### src/pxp_pkg.sv
// Constants shared by the port expander target logic.
// Assumes a single 100 MHz clock domain.
package pxp_pkg;
  // Fixed upper address bits (arbitrary value, strap pins give the rest)
  localparam logic [3:0] ADDR_HIGH      = 4'h4;
  localparam int         PORT_COUNT     = 8;
  // Ports come up released high
  localparam logic [7:0] PORT_RESET     = 8'hff;
  localparam logic [3:0] BIT_COUNT_LAST = 4'h8;
  localparam logic [3:0] BIT_COUNT_ZERO = 4'h0;
  localparam int         SYNC_STAGES    = 2;
  // Bus phases
  typedef enum logic [2:0] {
    PXP_IDLE,
    PXP_ADDR,
    PXP_ADDR_ACK,
    PXP_WR_DATA,
    PXP_WR_ACK,
    PXP_RD_DATA,
    PXP_RD_ACK
  } pxp_state_e;
endpackage : pxp_pkg

### src/pxp_sync.sv
// Two-stage synchroniser for a vector of pin inputs.
// Assumes inputs are asynchronous to CLOCK.
`timescale 1ns/100ps
module pxp_sync #(
  parameter int WIDTH = 1
) (
  // Clock and reset
  input  wire logic             clock,
  input  wire logic             resetn,
  // Pin side and synchronised side
  input  wire logic [WIDTH-1:0] async_in,
  output logic      [WIDTH-1:0] sync_out
);
  logic [WIDTH-1:0] meta_reg;

  // First stage is read only by the second stage
  always_ff @(posedge clock or negedge resetn)
  begin
    if (!resetn)
    begin
      meta_reg <= '1;
      sync_out <= '1;
    end
    else
    begin
      meta_reg <= async_in;
      sync_out <= meta_reg;
    end
  end
endmodule : pxp_sync

### src/pxp_expander.sv
// Serial-bus target of an eight-port open-drain expander with change alert.
// Assumes SCL, SDA, straps and port pins are asynchronous; synchronised by pxp_sync.
// Function
// - A matching read address is acknowledged and the port levels snapshotted then.
// - After a read byte is sent, transition detection restarts.
// - The alert output is released during the acknowledge after a read byte.
// - A released alert stays inactive until the STOP or repeated START that ends the transfer.
// - Each read byte becomes the new reference for change detection.
// - Further read bytes carry the current port levels again.
// - In a write the address and all data bytes are acknowledged until STOP.
// - Each written byte drives the ports, a zero pulls its port low.
// - Any edge on a port acting as input asserts the alert.
// - Read data are the real pin levels.
// - The address is four fixed bits plus three strap pins.
`timescale 1ns/100ps
module pxp_expander (
  // Clock and reset
  input  wire logic       CLOCK,
  input  wire logic       RESETN,
  // Serial bus
  input  wire logic       SCL_IN,
  input  wire logic       SDA_IN,
  output logic            SDA_OE,
  // Address straps
  input  wire logic [2:0] ADDR_SELECT,
  // Ports, open drain
  input  wire logic [7:0] PORT_PINS_IN,
  output logic      [7:0] PORT_PINS_OE,
  // Change alert, active low open drain
  output logic            ALERT_OE
);
  logic [7:0]           port_sync;
  logic [1:0]           bus_sync;
  logic [2:0]           addr_sync;
  logic                 scl_reg;
  logic                 sda_reg;
  pxp_pkg::pxp_state_e  state_reg;
  logic [3:0]           bit_reg;
  logic [7:0]           shift_reg;
  logic [7:0]           tx_reg;
  logic [7:0]           ref_reg;
  logic [7:0]           out_reg;
  logic                 alert_reg;
  logic                 hold_reg;
  logic                 ack_done_reg;
  logic [7:0]           sent_reg;
  logic [15:0]          watch_pipe_reg;
  logic [7:0]           watch_mask;

  // Pins enter through two flip-flops
  pxp_sync #(.WIDTH(13)) u_sync (
    .clock    (CLOCK),
    .resetn   (RESETN),
    .async_in ({PORT_PINS_IN, SCL_IN, SDA_IN, ADDR_SELECT}),
    .sync_out ({port_sync, bus_sync, addr_sync})
  );

  logic scl;
  logic sda;
  logic scl_rise;
  logic scl_fall;
  logic start_det;
  logic stop_det;
  logic addr_match;
  assign scl        = bus_sync[1];
  assign sda        = bus_sync[0];
  assign scl_rise   = scl && !scl_reg;
  assign scl_fall   = !scl && scl_reg;
  assign start_det  = scl && scl_reg && sda_reg && !sda;
  assign stop_det   = scl && scl_reg && !sda_reg && sda;
  assign addr_match = (shift_reg[7:1] == {pxp_pkg::ADDR_HIGH, addr_sync});

  // Edge history of the bus lines
  always_ff @(posedge CLOCK or negedge RESETN)
  begin
    if (!RESETN)
    begin
      scl_reg <= 1'b1;
      sda_reg <= 1'b1;
    end
    else
    begin
      scl_reg <= scl;
      sda_reg <= sda;
    end
  end

  // Bus phase sequencer, bits sampled on SCL rise, phases advance on SCL fall, a read NACK ends on SCL rise
  always_ff @(posedge CLOCK or negedge RESETN)
  begin
    if (!RESETN)
    begin
      state_reg <= pxp_pkg::PXP_IDLE;
      bit_reg   <= pxp_pkg::BIT_COUNT_ZERO;
      shift_reg <= 8'h00;
      tx_reg    <= 8'h00;
      out_reg   <= pxp_pkg::PORT_RESET;
    end
    else if (start_det)
    begin
      state_reg <= pxp_pkg::PXP_ADDR;
      bit_reg   <= pxp_pkg::BIT_COUNT_ZERO;
    end
    else if (stop_det)
      state_reg <= pxp_pkg::PXP_IDLE;
    else
    begin
      if (scl_rise)
      begin
        if (state_reg == pxp_pkg::PXP_ADDR || state_reg == pxp_pkg::PXP_WR_DATA)
        begin
          shift_reg <= {shift_reg[6:0], sda};
          bit_reg   <= bit_reg + 4'h1;
        end
        if (state_reg == pxp_pkg::PXP_ADDR_ACK && shift_reg[0])
          tx_reg <= port_sync;
        if (state_reg == pxp_pkg::PXP_RD_ACK && sda)
          state_reg <= pxp_pkg::PXP_IDLE;
      end
      else if (scl_fall)
      begin
        case (state_reg)
          pxp_pkg::PXP_ADDR:
            if (bit_reg == pxp_pkg::BIT_COUNT_LAST)
              state_reg <= addr_match ? pxp_pkg::PXP_ADDR_ACK : pxp_pkg::PXP_IDLE;
          pxp_pkg::PXP_ADDR_ACK:
          begin
            bit_reg   <= pxp_pkg::BIT_COUNT_ZERO;
            state_reg <= shift_reg[0] ? pxp_pkg::PXP_RD_DATA : pxp_pkg::PXP_WR_DATA;
          end
          pxp_pkg::PXP_WR_DATA:
            if (bit_reg == pxp_pkg::BIT_COUNT_LAST)
            begin
              state_reg <= pxp_pkg::PXP_WR_ACK;
              out_reg   <= shift_reg;
            end
          pxp_pkg::PXP_WR_ACK:
          begin
            bit_reg   <= pxp_pkg::BIT_COUNT_ZERO;
            state_reg <= pxp_pkg::PXP_WR_DATA;
          end
          pxp_pkg::PXP_RD_DATA:
          begin
            tx_reg  <= {tx_reg[6:0], 1'b1};
            bit_reg <= bit_reg + 4'h1;
            if (bit_reg == 4'h7)
              state_reg <= pxp_pkg::PXP_RD_ACK;
          end
          pxp_pkg::PXP_RD_ACK:
          begin
            tx_reg    <= port_sync;
            bit_reg   <= pxp_pkg::BIT_COUNT_ZERO;
            state_reg <= pxp_pkg::PXP_RD_DATA;
          end
          default:
            state_reg <= pxp_pkg::PXP_IDLE;
        endcase
      end
    end
  end

  // Data line drive: acknowledge, or a zero data bit while sending
  always_ff @(posedge CLOCK or negedge RESETN)
  begin
    if (!RESETN)
      SDA_OE <= 1'b0;
    else
    begin
      case (state_reg)
        pxp_pkg::PXP_ADDR_ACK: SDA_OE <= 1'b1;
        pxp_pkg::PXP_WR_ACK:   SDA_OE <= 1'b1;
        pxp_pkg::PXP_RD_DATA:  SDA_OE <= !tx_reg[7];
        pxp_pkg::PXP_RD_ACK:   SDA_OE <= 1'b0;
        default:               SDA_OE <= 1'b0;
      endcase
    end
  end

  // Port drive, a zero bit pulls the port low
  always_ff @(posedge CLOCK or negedge RESETN)
  begin
    if (!RESETN)
      PORT_PINS_OE <= 8'h00;
    else
      PORT_PINS_OE <= ~out_reg;
  end

  // A port written high reads low until the synchroniser catches up; keep it unwatched till then
  always_ff @(posedge CLOCK or negedge RESETN)
  begin
    if (!RESETN)
      watch_pipe_reg <= {2{pxp_pkg::PORT_RESET}};
    else
      watch_pipe_reg <= {watch_pipe_reg[7:0], ~PORT_PINS_OE};
  end
  assign watch_mask = out_reg & ~PORT_PINS_OE & watch_pipe_reg[15:8] & watch_pipe_reg[7:0];

  // Change detection against the reference snapshot
  always_ff @(posedge CLOCK or negedge RESETN)
  begin
    if (!RESETN)
    begin
      ref_reg      <= pxp_pkg::PORT_RESET;
      alert_reg    <= 1'b0;
      hold_reg     <= 1'b0;
      ack_done_reg <= 1'b0;
    end
    else
    begin
      if (state_reg != pxp_pkg::PXP_RD_ACK)
        ack_done_reg <= 1'b0;
      if (state_reg == pxp_pkg::PXP_RD_ACK && scl_rise && !ack_done_reg)
      begin
        ref_reg      <= sent_reg;
        alert_reg    <= 1'b0;
        hold_reg     <= 1'b1;
        ack_done_reg <= 1'b1;
      end
      else
      begin
        if (stop_det || start_det)
          hold_reg <= 1'b0;
        if (((port_sync & watch_mask) != (ref_reg & watch_mask)) && !hold_reg)
          alert_reg <= 1'b1;
      end
    end
  end

  // Byte put on the wire, same sample as the transmit shifter, kept for the reference update
  always_ff @(posedge CLOCK or negedge RESETN)
  begin
    if (!RESETN)
      sent_reg <= pxp_pkg::PORT_RESET;
    else if ((scl_fall && state_reg == pxp_pkg::PXP_RD_ACK)
             || (scl_rise && state_reg == pxp_pkg::PXP_ADDR_ACK && shift_reg[0]))
      sent_reg <= port_sync;
  end

  // Alert output, low while a change is pending
  always_ff @(posedge CLOCK or negedge RESETN)
  begin
    if (!RESETN)
      ALERT_OE <= 1'b0;
    else
      ALERT_OE <= alert_reg && !hold_reg;
  end

  // Acknowledge driven for every matched address
  addr_ack_a: assert property (@(posedge CLOCK) disable iff (!RESETN)
    (state_reg == pxp_pkg::PXP_ADDR_ACK) |=> SDA_OE)
    else $error("address acknowledge not driven");

  // Master acknowledge slot left free
  rd_ack_free_a: assert property (@(posedge CLOCK) disable iff (!RESETN)
    (state_reg == pxp_pkg::PXP_RD_ACK) |=> !SDA_OE)
    else $error("data line held in master acknowledge");

  // Write acknowledge driven
  wr_ack_a: assert property (@(posedge CLOCK) disable iff (!RESETN)
    (state_reg == pxp_pkg::PXP_WR_ACK) |=> SDA_OE)
    else $error("write acknowledge not driven");

  // Ports follow the latched byte
  port_drive_a: assert property (@(posedge CLOCK) disable iff (!RESETN)
    (state_reg == pxp_pkg::PXP_WR_DATA && scl_fall && bit_reg == pxp_pkg::BIT_COUNT_LAST)
    |=> ##1 (PORT_PINS_OE == ~$past(shift_reg, 2)))
    else $error("port drive mismatch");

  // Alert released after a read byte acknowledge
  alert_rel_a: assert property (@(posedge CLOCK) disable iff (!RESETN)
    (state_reg == pxp_pkg::PXP_RD_ACK && scl_rise) |=> ##1 !ALERT_OE)
    else $error("alert not released");

  // Alert held inactive until stop or start
  alert_hold_a: assert property (@(posedge CLOCK) disable iff (!RESETN)
    (hold_reg && !stop_det && !start_det) |=> !ALERT_OE)
    else $error("alert active before stop");

  // Input edge raises alert
  edge_alert_a: assert property (@(posedge CLOCK) disable iff (!RESETN)
    (!hold_reg && ((port_sync & watch_mask) != (ref_reg & watch_mask))
     && !(state_reg == pxp_pkg::PXP_RD_ACK && scl_rise)) |=> alert_reg)
    else $error("change not flagged");

  // Reference updated on read acknowledge
  ref_upd_a: assert property (@(posedge CLOCK) disable iff (!RESETN)
    (state_reg == pxp_pkg::PXP_RD_ACK && scl_rise && !ack_done_reg)
    |=> (ref_reg == $past(sent_reg)))
    else $error("reference not refreshed");
endmodule : pxp_expander

### config.mk
export PLATFORM = sky130hd
export DESIGN_NAME = pxp_expander
export DESIGN_NICKNAME = d
export VERILOG_FILES = /design/src/pxp_pkg.sv /design/src/pxp_sync.sv /design/src/pxp_expander.sv
export SDC_FILE = /design/constraint.sdc
export NUM_CORES = 1
export LEC_CHECK = 0
export BUFFER_PORTS_ARGS = -buffer_cell sky130_fd_sc_hd__buf_2
export CORE_UTILIZATION = 42
export CTS_CLUSTER_DIAMETER = 30
export DETAILED_ROUTE_END_ITERATION = 7
export PLACE_DENSITY_LB_ADDON = 0.15
export SLEW_MARGIN = 40
export SYNTH_ARGS = -nofsm -noshare
export SYNTH_HDL_FRONTEND = slang
export SYNTH_SLANG_ARGS = --single-unit
### constraint.sdc
create_clock -name CLOCK -period 3.6 [get_ports CLOCK]
set_clock_uncertainty 0.1 [all_clocks]
set_input_delay 0.54 -clock CLOCK [delete_from_list [all_inputs] [get_ports CLOCK]]
set_output_delay 0.54 -clock CLOCK [all_outputs]
set_load 0.01 [all_outputs]
Word level (Yosys, flattened, before mapping)
Cells that the tools add are included.

word-level totals
  register bits = 104
  bits of input ports = 15
  output and inout port bits = 10
  logic and storage cells = 116

operators by class
  $add $sub $neg = 1
  equal/unequal tests = 18
  mux-type cells = 28
  bitwise logic cells = 10
  reduce and logical (&&, ||, !) cells = 41

operators with widths
  kind                                                                      count
  8-bit bitwise AND                                                         5
  3-bit 2-to-1 mux                                                          9
  8-bit 2-to-1 mux                                                          3
  4-bit 2-to-1 mux                                                          5
  3-bit case mux with 6 select lines                                        1
  1-bit logical AND                                                         16
  8-bit inverter                                                            2
  8-bit case mux with 2 select lines                                        1
  5-bit by 4-bit inequality test with 1-bit output (second input constant)  2
  5-bit AND reduction                                                       2
  3-bit == test (second input constant)                                     3
  8-bit inequality test                                                     1
  4-bit case mux with 2 select lines                                        1
  4-bit AND reduction                                                       2
  2-bit nonzero test                                                        4
  4-bit nonzero test                                                        2
  7-bit by 6-bit == test with 1-bit output                                  1
  1-bit logical NOT                                                         7
  3-bit by 2-bit == test with 1-bit output (second input constant)          2
  1-bit 2-to-1 mux                                                          6
  6-bit AND reduction                                                       1
  3-bit nonzero test                                                        2
  5-bit inequality test (second input constant)                             1
  4-bit by 1-bit adder with 4-bit output (second input constant)            1
  14 further kinds                                                          18

Longest topological paths before layout
Gate-level depths: netlist of run 1.

  depth after elaboration = 9
  mapped depth = 8
  gate-level depth less buffers = 7

Modules after synthesis
From an unflattened synthesis of run 1, not the netlist that was laid out.

second synthesis, totals
  cell total of the unflattened synthesis = 313
  area total of the unflattened synthesis = 4113.9 um^2

by module, submodules not included
  module        times used  cells each  area each (um^2)
  pxp_expander  1           287         3430.8
  pxp_sync      1           26          683.2

Worst setup path before layout of run 1
Ideal clock, no wire load.

  kind = register to register
  start = reg u_sync.sync_out[4]
  end = reg sent_reg[0]
  library setup time = 0.082 ns
  arrival time = 1.696 ns
  data required time = 3.418 ns
  setup slack = 1.722 ns
  stages on the path, launching flop included = 8
  path through = dfstp_2 -> ha_1 -> buf_2 -> nand2_1 -> nor2_1 -> a21oi_1 -> nor2_2 -> mux2_2

between the ends
  longest elaborated chain between the ends = 4
  elaborated cells between the ends (all ways) = 7

RTL lines
  element                                                 line                                      text
  start: declaration                                      pxp_sync.sv:12                            output logic [WIDTH-1:0] sync_out
  start signal: assignment                                pxp_sync.sv:27                            sync_out <= meta_reg;
  1-bit logical NOT or 1-bit logical AND (tied branches)  pxp_expander.sv:68, pxp_expander.sv:67
  1-bit logical AND, on equally long branches             pxp_expander.sv:68, pxp_expander.sv:235
  1-bit logical AND, on equally long branches             pxp_expander.sv:234, pxp_expander.sv:235
  1-bit logical OR (*)                                    pxp_expander.sv:235                       || (scl_rise && state_reg == pxp_pkg::PXP_ADDR_ACK && shift_reg[0]))
  end signal: assignment                                  pxp_expander.sv:233                       sent_reg <= pxp_pkg::PORT_RESET;
  end signal: assignment                                  pxp_expander.sv:236                       sent_reg <= port_sync;
  end: declaration                                        pxp_expander.sv:46                        logic [7:0] sent_reg;

Mark *: on every way between the ends. The rest lies on a longest branch, timed or not.
A chain may end at the register's enable or synchronous reset.

Final worst setup path of run 1
  start = reg u_sync.sync_out[4]
  end = reg shift_reg[0]

between the ends
  longest elaborated chain between the ends = 5
  elaborated cells between the ends (all ways) = 9

RTL lines
  element                                                   line                                    text
  1-bit logical AND                                         pxp_expander.sv:69, pxp_expander.sv:70
  1-bit logical AND, on equally long branches (2 in a row)  pxp_expander.sv:70, pxp_expander.sv:69
  1-bit inverter (no line)                                  --
  4-bit AND reduction (no line) (*)                         --
  end signal: assignment                                    pxp_expander.sv:112                     shift_reg <= {shift_reg[6:0], sda};
  end: declaration                                          pxp_expander.sv:39                      logic [7:0] shift_reg;

Marks and branches as above.

==> reports/results.txt, run 1 <==
final hold vios - 0
synth top area cells - dfstp_2 44%, dfrtp_1 22%, mux2_2 8.5%
Period minus WS final - 2225 ps
Place WS - 1386 ps
DR DRC count - 0
final worst slack - 1375 ps
Post-Synthesis Cells - 299
synthesized area per cell - 13.68 um2
P&R area growth vs syn - 11.23%
Top Layer Used - met4
initial antenna violation count - 0
max FFs per register - 16
fmax - 449.4 MHz
final setup TNS - 0 ps
drt wl/cell - 14.79 um
Core ar. - 9328 um2
VDD IR max - 0.0003446 V
CP max-delay cell - dfstp_2
chip height - 100.7 um
ANT cells - 0
async set or reset register ratio after synthesis - 100.0%
area leader, netlist - dfstp_2
Congestion Overflow GR - 0
type of the worst setup path - reg -> reg
std cell rows - 35
CP Capture Type - flip-flop
cts hold-fix bufs - 0
final hold slack - 36.48 ps
Synth cell types - 49
post-synthesis register bit count - 104
routed vias - 2244
Pins Over Slew Limit - 0
IO Pins - 25
Yosys warnings - 0
CP Max Fanout - 12
status - finished clean
final RePlAce weighted congestion - 0.8300
CP Cell Sequence - ha_1 > and2_1 > and2_1 > mux2_2
Design Area, Final - 4549 um2
worst skew pair latency - 370 ps
clk sink count - 104
largest net degree at the start of global routing - 65
TritonCTS Buffers - 9
Worst Setup Start Kind - flip-flop
clock buffer depth - 2
R2R Path Start - u_sync.sync_out[4]
vias in the first global route - 2331
delay-heaviest family, CP - simple AND/OR/NAND/NOR gates
number of detailed-route iterations in the first pass - 4
endpoints failing setup - 0
Yosys top cell area share - 43.68%
CP required - 3760 ps
CP most frequent cell - and2_1
Antenna Nets Post-Route - 0
post-CTS setup buffer count - 0
Cell Pwr Density - 439.7 nW/um2
Syn Nets - 319
nets@finish - 350
R2R depth - 4
commonest non-fill, non-tap cells in the layout - 68 x dfstp_2, 36 x dfrtp_1, 31 x mux2_2
Starting Density - 43.85%
Buffers on Ports - 24
r2r setup slk - 1370 ps
Total GRT Usage - 15.52%
total chip power - 2000 uW
Post-synth top flop - dfstp_2
max-cap viol count - 0
Die X - 100.7 um
Hold Path Class - in -> async
Vias/cell - 4.836
CTS tree - yes
wire length on met1 - 3.321 mm
clk slew on worst S/H paths - 110 ps
Worst EP arrival - 2390 ps
mapped cell area - 4090 um2
reg2reg end - shift_reg[0]
CTS Root Cell - clkbuf_8
H-tree levels - 3
fill count - 813
WL final - 6.862 mm
worst slew pin tran - 644.0 ps
Post-synth EDFFs - 0
final period utilization - 61.81%
DP Wirelength - 4.715 mm
RSZ-0062 raised after global routing - false
Resize count post-CTS - 0
headroom to the max-slew limit - 56.67%
metal3 WL - 185 um
first-pass GRT wire length - 11.83 mm
1st-iter DRT viols - 64
highest cell delay on the worst timing path - 570 ps
layout cells sized above 1 - 45.37%
Post-DP Area - 4345 um2
CP bufs+invs - 0
Leakage - 0.001988 uW
die footprint - 10140 um2
met2 wire length - 3.226 mm
most common cell after layout, fill and taps aside - dfstp_2
sequential fraction of the synthesis area - 65.71%
## cells in the mapped netlist, drive strengths merged, types with 2 or more instances
| master | count |
|---|---|
| o211ai | 4 |
| xnor2 | 8 |
| nor4 | 11 |
| mux2i | 9 |
| nor2b | 3 |
| o21ai | 10 |
| nand2 | 25 |
| nor2 | 10 |
| nand3 | 4 |
| inv | 26 |
| nand2b | 2 |
| dfrtp | 36 |
| buf | 6 |
| a21oi | 9 |
| a21o | 2 |
| o31ai | 2 |
| mux2 | 32 |
| dfstp | 68 |
| and2 | 2 |
| xor2 | 5 |
| nand4b | 2 |
| ha | 5 |
| nand3b | 3 |
## kinds of logic (layout without fill, tap and decap cells)
group / after synthesis / after routing / synth area share, %
AOI/OAI and AO/OA: 37 / 37 / 6.485
buffers and inverters: 32 / 68 / 3.457
and+or+nand+nor: 67 / 67 / 8.933
muxes: 41 / 41 / 11.10
xor gates and xnor gates: 13 / 13 / 2.784
adders and majority gates: 5 / 5 / 1.530
DFF: 104 / 104 / 65.71
## where the power goes
part	switching (uW)	total, uW	internal (uW)
logic	49.7	77.3	27.6
registers	16.1	1220	1200
clock network	415	703	288
## per-layer routing
| layer | GRT usage [%] | up-vias |
|---|---|---|
| li1 | - | 1083 |
| met1 | 21.26 | 1123 |
| met2 | 23.45 | 28 |
| met3 | 4.161 | 10 |
| met4 | 6.355 | 0 |
| met5 | 0 | - |
## worst max path at each step
stage	endpoint	cells past startpoint	startpoint
after floorplan	sent_reg[0]	7	u_sync.sync_out[4]
after global placement	shift_reg[2]	4	u_sync.sync_out[4]
after detailed placement	shift_reg[0]	4	u_sync.sync_out[4]
after CTS	shift_reg[0]	4	u_sync.sync_out[4]
after global routing	tx_reg[0]	4	u_sync.sync_out[4]
final	shift_reg[0]	4	u_sync.sync_out[4]
## cell type report
| class | count | area, um2 | share of cell area, % |
|---|---|---|---|
| Sequential cell | 104 | 2688 | 59.08 |
| Multi-Input combinational cell | 163 | 1261 | 27.72 |
| Tap cell | 129 | 161.4 | 3.548 |
| Timing Repair Buffer | 26 | 141.4 | 3.108 |
| Clock buffer | 10 | 137.6 | 3.025 |
| Inverter | 26 | 97.59 | 2.145 |
| Clock inverter | 6 | 62.56 | 1.375 |
## through the flow
stage / util (%) / cells
2_1_floorplan: - / 299
4_1_cts: 48.73 / 464
6_report: 48.77 / 464
3_5_place_dp: 46.59 / 448
5_1_grt: 48.77 / 464
3_3_place_gp: 46.59 / 448
## worst register-to-register path, delay by kind of cell (launching register included)
kind	cells	cell delay, ps
adders and majority gates	1	450
DFF	1	570
muxes	1	390
and+or+nand+nor	2	610
No activity file was read; power rests on OpenSTA's default activity.
==> run 2: changes to the inputs <==
- ABC_AREA: default -> 1
- clock period: 3.6 -> 1.9 ns (I/O delays scaled with it)
==> run 2 against run 1 <==
  * Area after synthesis up 4.0%
  * Worst setup slack got worse by 1300 ps
  * Fmax is 20% higher
  * First-iteration DRC count grew 63%
  * Routed wire length increased by 10%
  * Register-to-register slack got worse by 1300 ps
  * Flip-flop and latch count unchanged
  * Critical endpoint is now bit_reg[2]
  * Largest cell class unchanged
  * Largest power group unchanged
==> reports/results.txt, run 2 <==
clk sink count - 104 (unchanged)
CP max-delay cell - dfstp_2
final hold vios - 0 (unchanged)
clk slew on worst S/H paths - 90 ps (-20 ps)
largest net degree at the start of global routing - 105 (+62%)
synth top area cells - dfstp_2 42%, dfrtp_1 21%, nand2_1 11%
max-cap viol count - 0 (unchanged)
CP Capture Type - flip-flop
type of the worst setup path - reg -> reg
WL final - 7.545 mm (+10%)
mux share of post-synthesis cell area - 0% (-11 points)
Comb pwr share - 7.4% (+3.5 points)
CP most frequent cell - nor2_4
CP Max Fanout - 6 (-6)
first-pass GRT wire length - 12.13 mm (+2.5%)
std cell rows - 36 (+2.9%)
switching power - 974.9 uW (+100%)
CP required - 2060 ps (-1700 ps)
R2R depth - 9 (+5)
xor and xnor fraction of the mapped netlist area - 0.4118% (-2.4 points)
ANT cells - 0 (unchanged)
async set or reset register ratio after synthesis - 100.0% (unchanged)
Worst Setup Start Kind - flip-flop
Total GRT Usage - 15.44% (-0.084 points)
fmax - 539.4 MHz (+20%)
highest cell delay on the worst timing path - 600 ps (+30 ps)
RSZ-0062 raised after global routing - true
Hold Crit Start - u_sync.meta_reg[1]
area leader, netlist - dfstp_2
vias in the first global route - 2615 (+12%)
VDD IR max - 0.0005629 V (+63%)
layout cells sized above 1 - 32.18% (-13 points)
Post-Synthesis Cells - 434 (+45%)
die footprint - 10540 um2 (+3.9%)
sw frac - 24.22% (+0.21 points)
commonest non-fill, non-tap cells in the layout - 125 x nand2_1, 68 x dfstp_2, 53 x inv_1
Post-Synth Adder-Cell Area - 1.471% (-0.059 points)
Pins Over Slew Limit - 0 (unchanged)
endpoints failing setup - 0 (unchanged)
critical path launch point - scl_reg
DP Wirelength - 4.867 mm (+3.2%)
final period utilization - 97.57% (+36 points)
sequential fraction of the synthesis area - 63.18% (-2.5 points)
CP Cell Sequence - ha_4 > nand2_4 > nor2_4 > nor2_4 > nor2_2 > nand2_2 > nor2_4 > nand2_1 > and2_1
CTS tree - yes
worst skew pair latency - 370 ps (about the same)
nets@finish - 506 (+45%)
post-synthesis register bit count - 104 (unchanged)
most numerous cell in the Yosys netlist - nand2_1
routed vias - 2828 (+26%)
status - finished clean
final hold slack - 259.5 ps (+223.0 ps)
post-synthesis simple-gate area fraction - 19.50% (+11 points)
Starting Density - 43.52% (-0.33 points)
CTS Root Cell - clkbuf_8
Congestion Overflow GR - 0 (unchanged)
fill count - 899 (+11%)
Vias/cell - 4.532 (-6.3%)
Place WS - -22.98 ps (-1409 ps)
Hold Path Class - reg -> reg
H-tree levels - 3 (unchanged)
1st-iter DRT viols - 104 (+63%)
most frequent cells after synthesis - 128 x nand2_1, 68 x dfstp_2, 54 x inv_1
hold depth - 0
R2R Path Start - scl_reg
Post-synth top flop - dfstp_2
Core Util, Final - 51.29% (+2.5 points)
TritonCTS Buffers - 9 (unchanged)
Yosys warnings - 0 (unchanged)
headroom to the max-slew limit - 64.24% (+7.6 points)
cell internal pwr - 3050 uW (+100%)
clock buffer depth - 2 (unchanged)
mapped cell area - 4254 um2 (+4.0%)
number of detailed-route iterations in the first pass - 4 (unchanged)
Yosys top cell area share - 42.00% (-1.7 points)
drt wl/cell - 12.09 um (-18%)
Core ar. - 9774 um2 (+4.8%)
worst slew pin tran - 536.5 ps (-107.5 ps)
chip height - 102.6 um (+1.9%)
max FFs per register - 16 (unchanged)
Buffers on Ports - 24 (unchanged)
clock power share - 33.6% (-1.5 points)
P&R area growth vs syn - 17.85%
Post-synth EDFFs - 0 (unchanged)
Period minus WS final - 1854 ps (-371.3 ps)
final worst slack - 46.16 ps (-1329 ps)
Antenna Nets Post-Route - 0 (unchanged)
Cell Pwr Density - 802.7 nW/um2 (+83%)
initial antenna violation count - 0 (unchanged)
IO Pins - 25 (unchanged)
Worst EP arrival - 2020 ps (-370 ps)
Synth cell types - 30 (-39%)
DR DRC count - 0 (unchanged)
Reg power frac - 59.0% (-2.0 points)
Leakage - 0.002180 uW (+9.7%)
post-synthesis compound-gate area fraction - 8.824% (+2.3 points)
synthesized area per cell - 9.802 um2 (-28%)
Die X - 102.6 um (+1.9%)
most common cell after layout, fill and taps aside - nand2_1
Syn Nets - 454 (+42%)
final RePlAce weighted congestion - 0.8252 (-0.58%)
largest family of logic cells by synthesized area - simple AND/OR/NAND/NOR gates
-- run 2: kinds of logic after synthesis --
family / count (synthesis)
AND/OR/NAND/NOR: 193
flip-flops: 104
buffers and inverters: 68
AO/OA/AOI/OAI: 62
adder cells (fa/ha/maj): 5
XOR/XNOR: 2
-- run 2: power by group through the flow --
| stage | Clock, uW | Combinational, uW | Sequential [uW] |
|---|---|---|---|
| final | 1350 | 296 | 2380 |
| after global routing | 1520 | 339 | 2380 |
| after CTS | 1430 | 278 | 2370 |
| after detailed placement | 0 | 254 | 2410 |
| after global placement | 0 | 249 | 2410 |
| after floorplan | 0 | 155 | 2390 |
-- run 2: metrics by stage --
stage / cells / cell area, um2 / setup TNS, ps / total power [uW]
5_1_grt: 624 / 5014 / -399.3 / 4239
3_3_place_gp: 590 / 4586 / 0 / 2655
6_report: 624 / 5014 / 0 / 4025
2_1_floorplan: 434 / 4254 / 0 / 2546
3_5_place_dp: 590 / 4586 / -43.13 / 2660
4_1_cts: 620 / 4927 / 0 / 4076
-- run 2: area by class of cell --
cell class / instances / area (um2) / area share [%]
clock buffer: 10 / 127.6 / 2.546
clock inverter: 6 / 68.82 / 1.373
inverter: 61 / 231.5 / 4.617
multi-input combinational: 263 / 1351 / 26.95
sequential: 104 / 2688 / 53.61
tap: 133 / 166.4 / 3.319
timing repair buffer: 47 / 380.4 / 7.587
-- run 2: worst max-delay path, delay by kind of cell (launching register included) --
family	cells	cell delay (ps)
adder cells (fa/ha/maj)	1	160
flip-flops	1	600
AND/OR/NAND/NOR	8	880
-- run 2: worst paths after layout --
| check | to | slack, ps |
|---|---|---|
| setup / recovery | bit_reg[2] | 50 |
| hold / removal | u_sync.sync_out[1] | 260 |
| setup reg to reg | bit_reg[2] | 50 |
| hold reg to reg | u_sync.sync_out[1] | 260 |
| max in group asynchronous | sent_reg[0] | 860 |
| min in group asynchronous | PORT_PINS_OE[5] | 440 |
-- run 2: per-layer routing --
| metal | vias to the layer above | global-route usage [%] | share of wire (%) |
|---|---|---|---|
| li1 | 1439 | - | - |
| met1 | 1345 | 18.86 | 47 |
| met2 | 37 | 25.54 | 49 |
| met3 | 7 | 5.627 | 3.4 |
| met4 | 0 | 4.725 | 0.65 |
| met5 | - | 0 | 0 |
-- run 2: repair_timing --
action,CTS,global route
hold buffers,14,0
endpoints found under the hold margin,49,0
resized for setup,1,17
pin swaps,0,9
setup buffers,0,3
gates cloned,0,1
endpoints found under the setup margin,2,15
==> run 3: changes to the inputs <==
- CELL_PAD_IN_SITES_DETAIL_PLACEMENT: default -> 1
- CELL_PAD_IN_SITES_GLOBAL_PLACEMENT: default -> 1
- clock period: 1.9 -> 1.7 ns (I/O delays scaled with it)
==> run 3 against run 2 <==
  * The flow now finishes with violations (setup timing)
  * Flip-flop and latch count stayed put
  * Global-route usage is 3.8 points higher
  * Critical path depth stayed put
  * Non-clock buffer count is 17 higher
  * Routed wire length is 27% higher
  * Clock-buffer cell count stayed put
  * Final area is 6.4% higher
  * Via count is 7.0% higher
  * First-iteration DRC count is 39% lower
  * Sequential share of layout area is 3.2 points lower
  * Core utilization is 3.3 points higher
  * Highest routed layer unchanged
==> reports/results.txt, run 3 (same netlist as run 2, synthesis figures left out) <==
std cell rows - 36 (unchanged)
Place WS - -166.0 ps (-143.0 ps)
VDD IR max - 0.0006680 V (+19%)
Storage cell area - 2688 um2 (unchanged)
CTS Root Cell - clkbuf_8
headroom to the max-slew limit - 66.25% (+2.0 points)
final hold slack - 240.3 ps (-19.25 ps)
Reg power frac - 54.3% (-4.7 points)
Cell Pwr Density - 918.2 nW/um2 (+14%)
Total GRT Usage - 19.22% (+3.8 points)
critical path launch point - u_sync.sync_out[4]
worst skew pair latency - 380 ps (about the same)
Post-DP Area - 4695 um2 (+2.4%)
final RePlAce weighted congestion - 0.8330 (+0.95%)
Pins Over Slew Limit - 0 (unchanged)
fill count - 1135 (+26%)
largest net degree at the start of global routing - 47 (-55%)
CTS tree - yes
DR DRC count - 0 (unchanged)
Buffers on Ports - 24 (unchanged)
max-cap viol count - 0 (unchanged)
cell internal pwr - 3740 uW (+23%)
commonest non-fill, non-tap cells in the layout - 121 x nand2_1, 68 x dfstp_2, 52 x inv_1
clk sink count - 104 (unchanged)
violated checks - setup timing
number of detailed-route iterations in the first pass - 4 (unchanged)
R2R Path Start - u_sync.sync_out[4]
delay-heaviest family, CP - simple AND/OR/NAND/NOR gates
Leakage - 0.002341 uW (+7.4%)
highest cell delay on the worst timing path - 590 ps (about the same)
clock buffer depth - 2 (unchanged)
nets@finish - 524 (+3.6%)
initial antenna violation count - 0 (unchanged)
status - finished, violations left
Design Area, Final - 5335 um2 (+6.4%)
final period utilization - 108.9% (+11 points)
DP Wirelength - 6.353 mm (+31%)
IO Pins - 25 (unchanged)
sw frac - 23.66% (-0.57 points)
Period minus WS final - 1851 ps (-3.119 ps)
chip height - 102.6 um (unchanged)
H-tree levels - 3 (unchanged)
most common cell after layout, fill and taps aside - nand2_1
die footprint - 10540 um2 (unchanged)
Starting Density - 43.52% (unchanged)
fmax - 540.3 MHz (+0.17%)
P&R area growth vs syn - 25.41%
Worst EP arrival - 2020 ps (about the same)
CP required - 1870 ps (-190 ps)
TritonCTS Buffers - 9 (unchanged)
RSZ-0062 raised after global routing - true
ANT cells - 0 (unchanged)
Hold Path Class - in -> async
CP Capture Type - flip-flop
first-pass GRT wire length - 14.90 mm (+23%)
endpoints failing setup - 39 (+39)
Antenna Nets Post-Route - 0 (unchanged)
Comb pwr share - 8.2% (+0.8 points)
switching power - 1159 uW (+19%)
Vias/cell - 4.713 (+4.0%)
clock power share - 37.5% (+3.9 points)
clk slew on worst S/H paths - 100 ps (about the same)
Die X - 102.6 um (unchanged)
CP max-delay cell - dfstp_2
CP Cell Sequence - ha_4 > nand2_4 > nor2_4 > nor2_4 > nand2_1 > nand2_1 > nor2_4 > nand2_1 > and2_1
Congestion Overflow GR - 0 (unchanged)
final worst slack - -150.7 ps (-196.9 ps)
routed vias - 3026 (+7.0%)
footprint of the multi-input gates - 1461 um2 (+8.1%)
Worst Setup Start Kind - flip-flop
Core ar. - 9774 um2 (unchanged)
final hold vios - 0 (unchanged)
WL final - 9.546 mm (+27%)
CP bufs+invs - 0 (unchanged)
CP Max Fanout - 6 (unchanged)
type of the worst setup path - reg -> reg
drt wl/cell - 14.87 um (+23%)
vias in the first global route - 3153 (+21%)
max FFs per register - 16 (unchanged)
1st-iter DRT viols - 63 (-39%)
layout cells sized above 1 - 37.92% (+5.7 points)
worst slew pin tran - 506.3 ps (-30.18 ps)
## run 3: cell count changes in the layout (fill, tap and decap cells not counted), moves of 3 or more
cell | before | now
buf_4 | 6 | 18
nand2_2 | 8 | 11
buf_6 | 0 | 4
o21ai_0 | 16 | 8
a21oi_1 | 13 | 10
o21ai_2 | 8 | 14
nand2_1 | 125 | 121
## run 3: final timing paths
kind,endpoint,slack [ps],depth (start not counted)
worst max-delay path,bit_reg[2],-150,9
worst min-delay path,PORT_PINS_OE[2],240,2
worst max register to register,bit_reg[2],-150,9
worst min register to register,u_sync.sync_out[2],260,0
max in group asynchronous,sent_reg[0],630,3
min in group CLOCK,u_sync.sync_out[2],260,0
## run 3: what timing repair did
action,in CTS,in global routing
buffers inserted,1,6
cloned,1,3
resized for setup,11,36
pin swaps,11,5
endpoints found under the setup margin,32,48
hold endpoints to repair,39,0
hold buffers,14,0
## run 3: stage by stage
step	total power, uW	utilization (%)	setup TNS [ps]	instances
global placement	2997	48.03	-419.6	601
finish	4899	54.58	-2889	642
detailed placement	3027	48.03	-1958	601
CTS	4943	52.50	-1295	633
floorplan	2856	-	-1.199	434
global route	5123	54.58	-6383	642
## run 3: per-layer routing
metal	wire (um)	global-route usage (%)	part of all wire, %	vias to the layer above
met1	4159	23.00	44	1509
li1	-	-	-	1480
met4	107	5.604	1.1	0
met2	5016	33.33	53	30
met5	0	0	0	-
met3	262	5.898	2.7	7
## run 3: power groups by stage
| stage | Clock (uW) | Sequential (uW) | Combinational (uW) |
|---|---|---|---|
| 2_1_floorplan | 0 | 2670 | 181 |
| 3_3_place_gp | 0 | 2690 | 306 |
| 3_5_place_dp | 0 | 2700 | 331 |
| 4_1_cts | 1910 | 2660 | 373 |
| 6_report | 1840 | 2660 | 403 |
| 5_1_grt | 2000 | 2670 | 455 |
## run 3: final cells by class
type / instances / area share, %
clock buffer: 10 / 2.392
timing repair buffer: 64 / 10.13
clock inverter: 6 / 2.158
multi-input combinational: 264 / 27.39
sequential: 104 / 50.38
tap: 133 / 3.119
inverter: 61 / 4.432
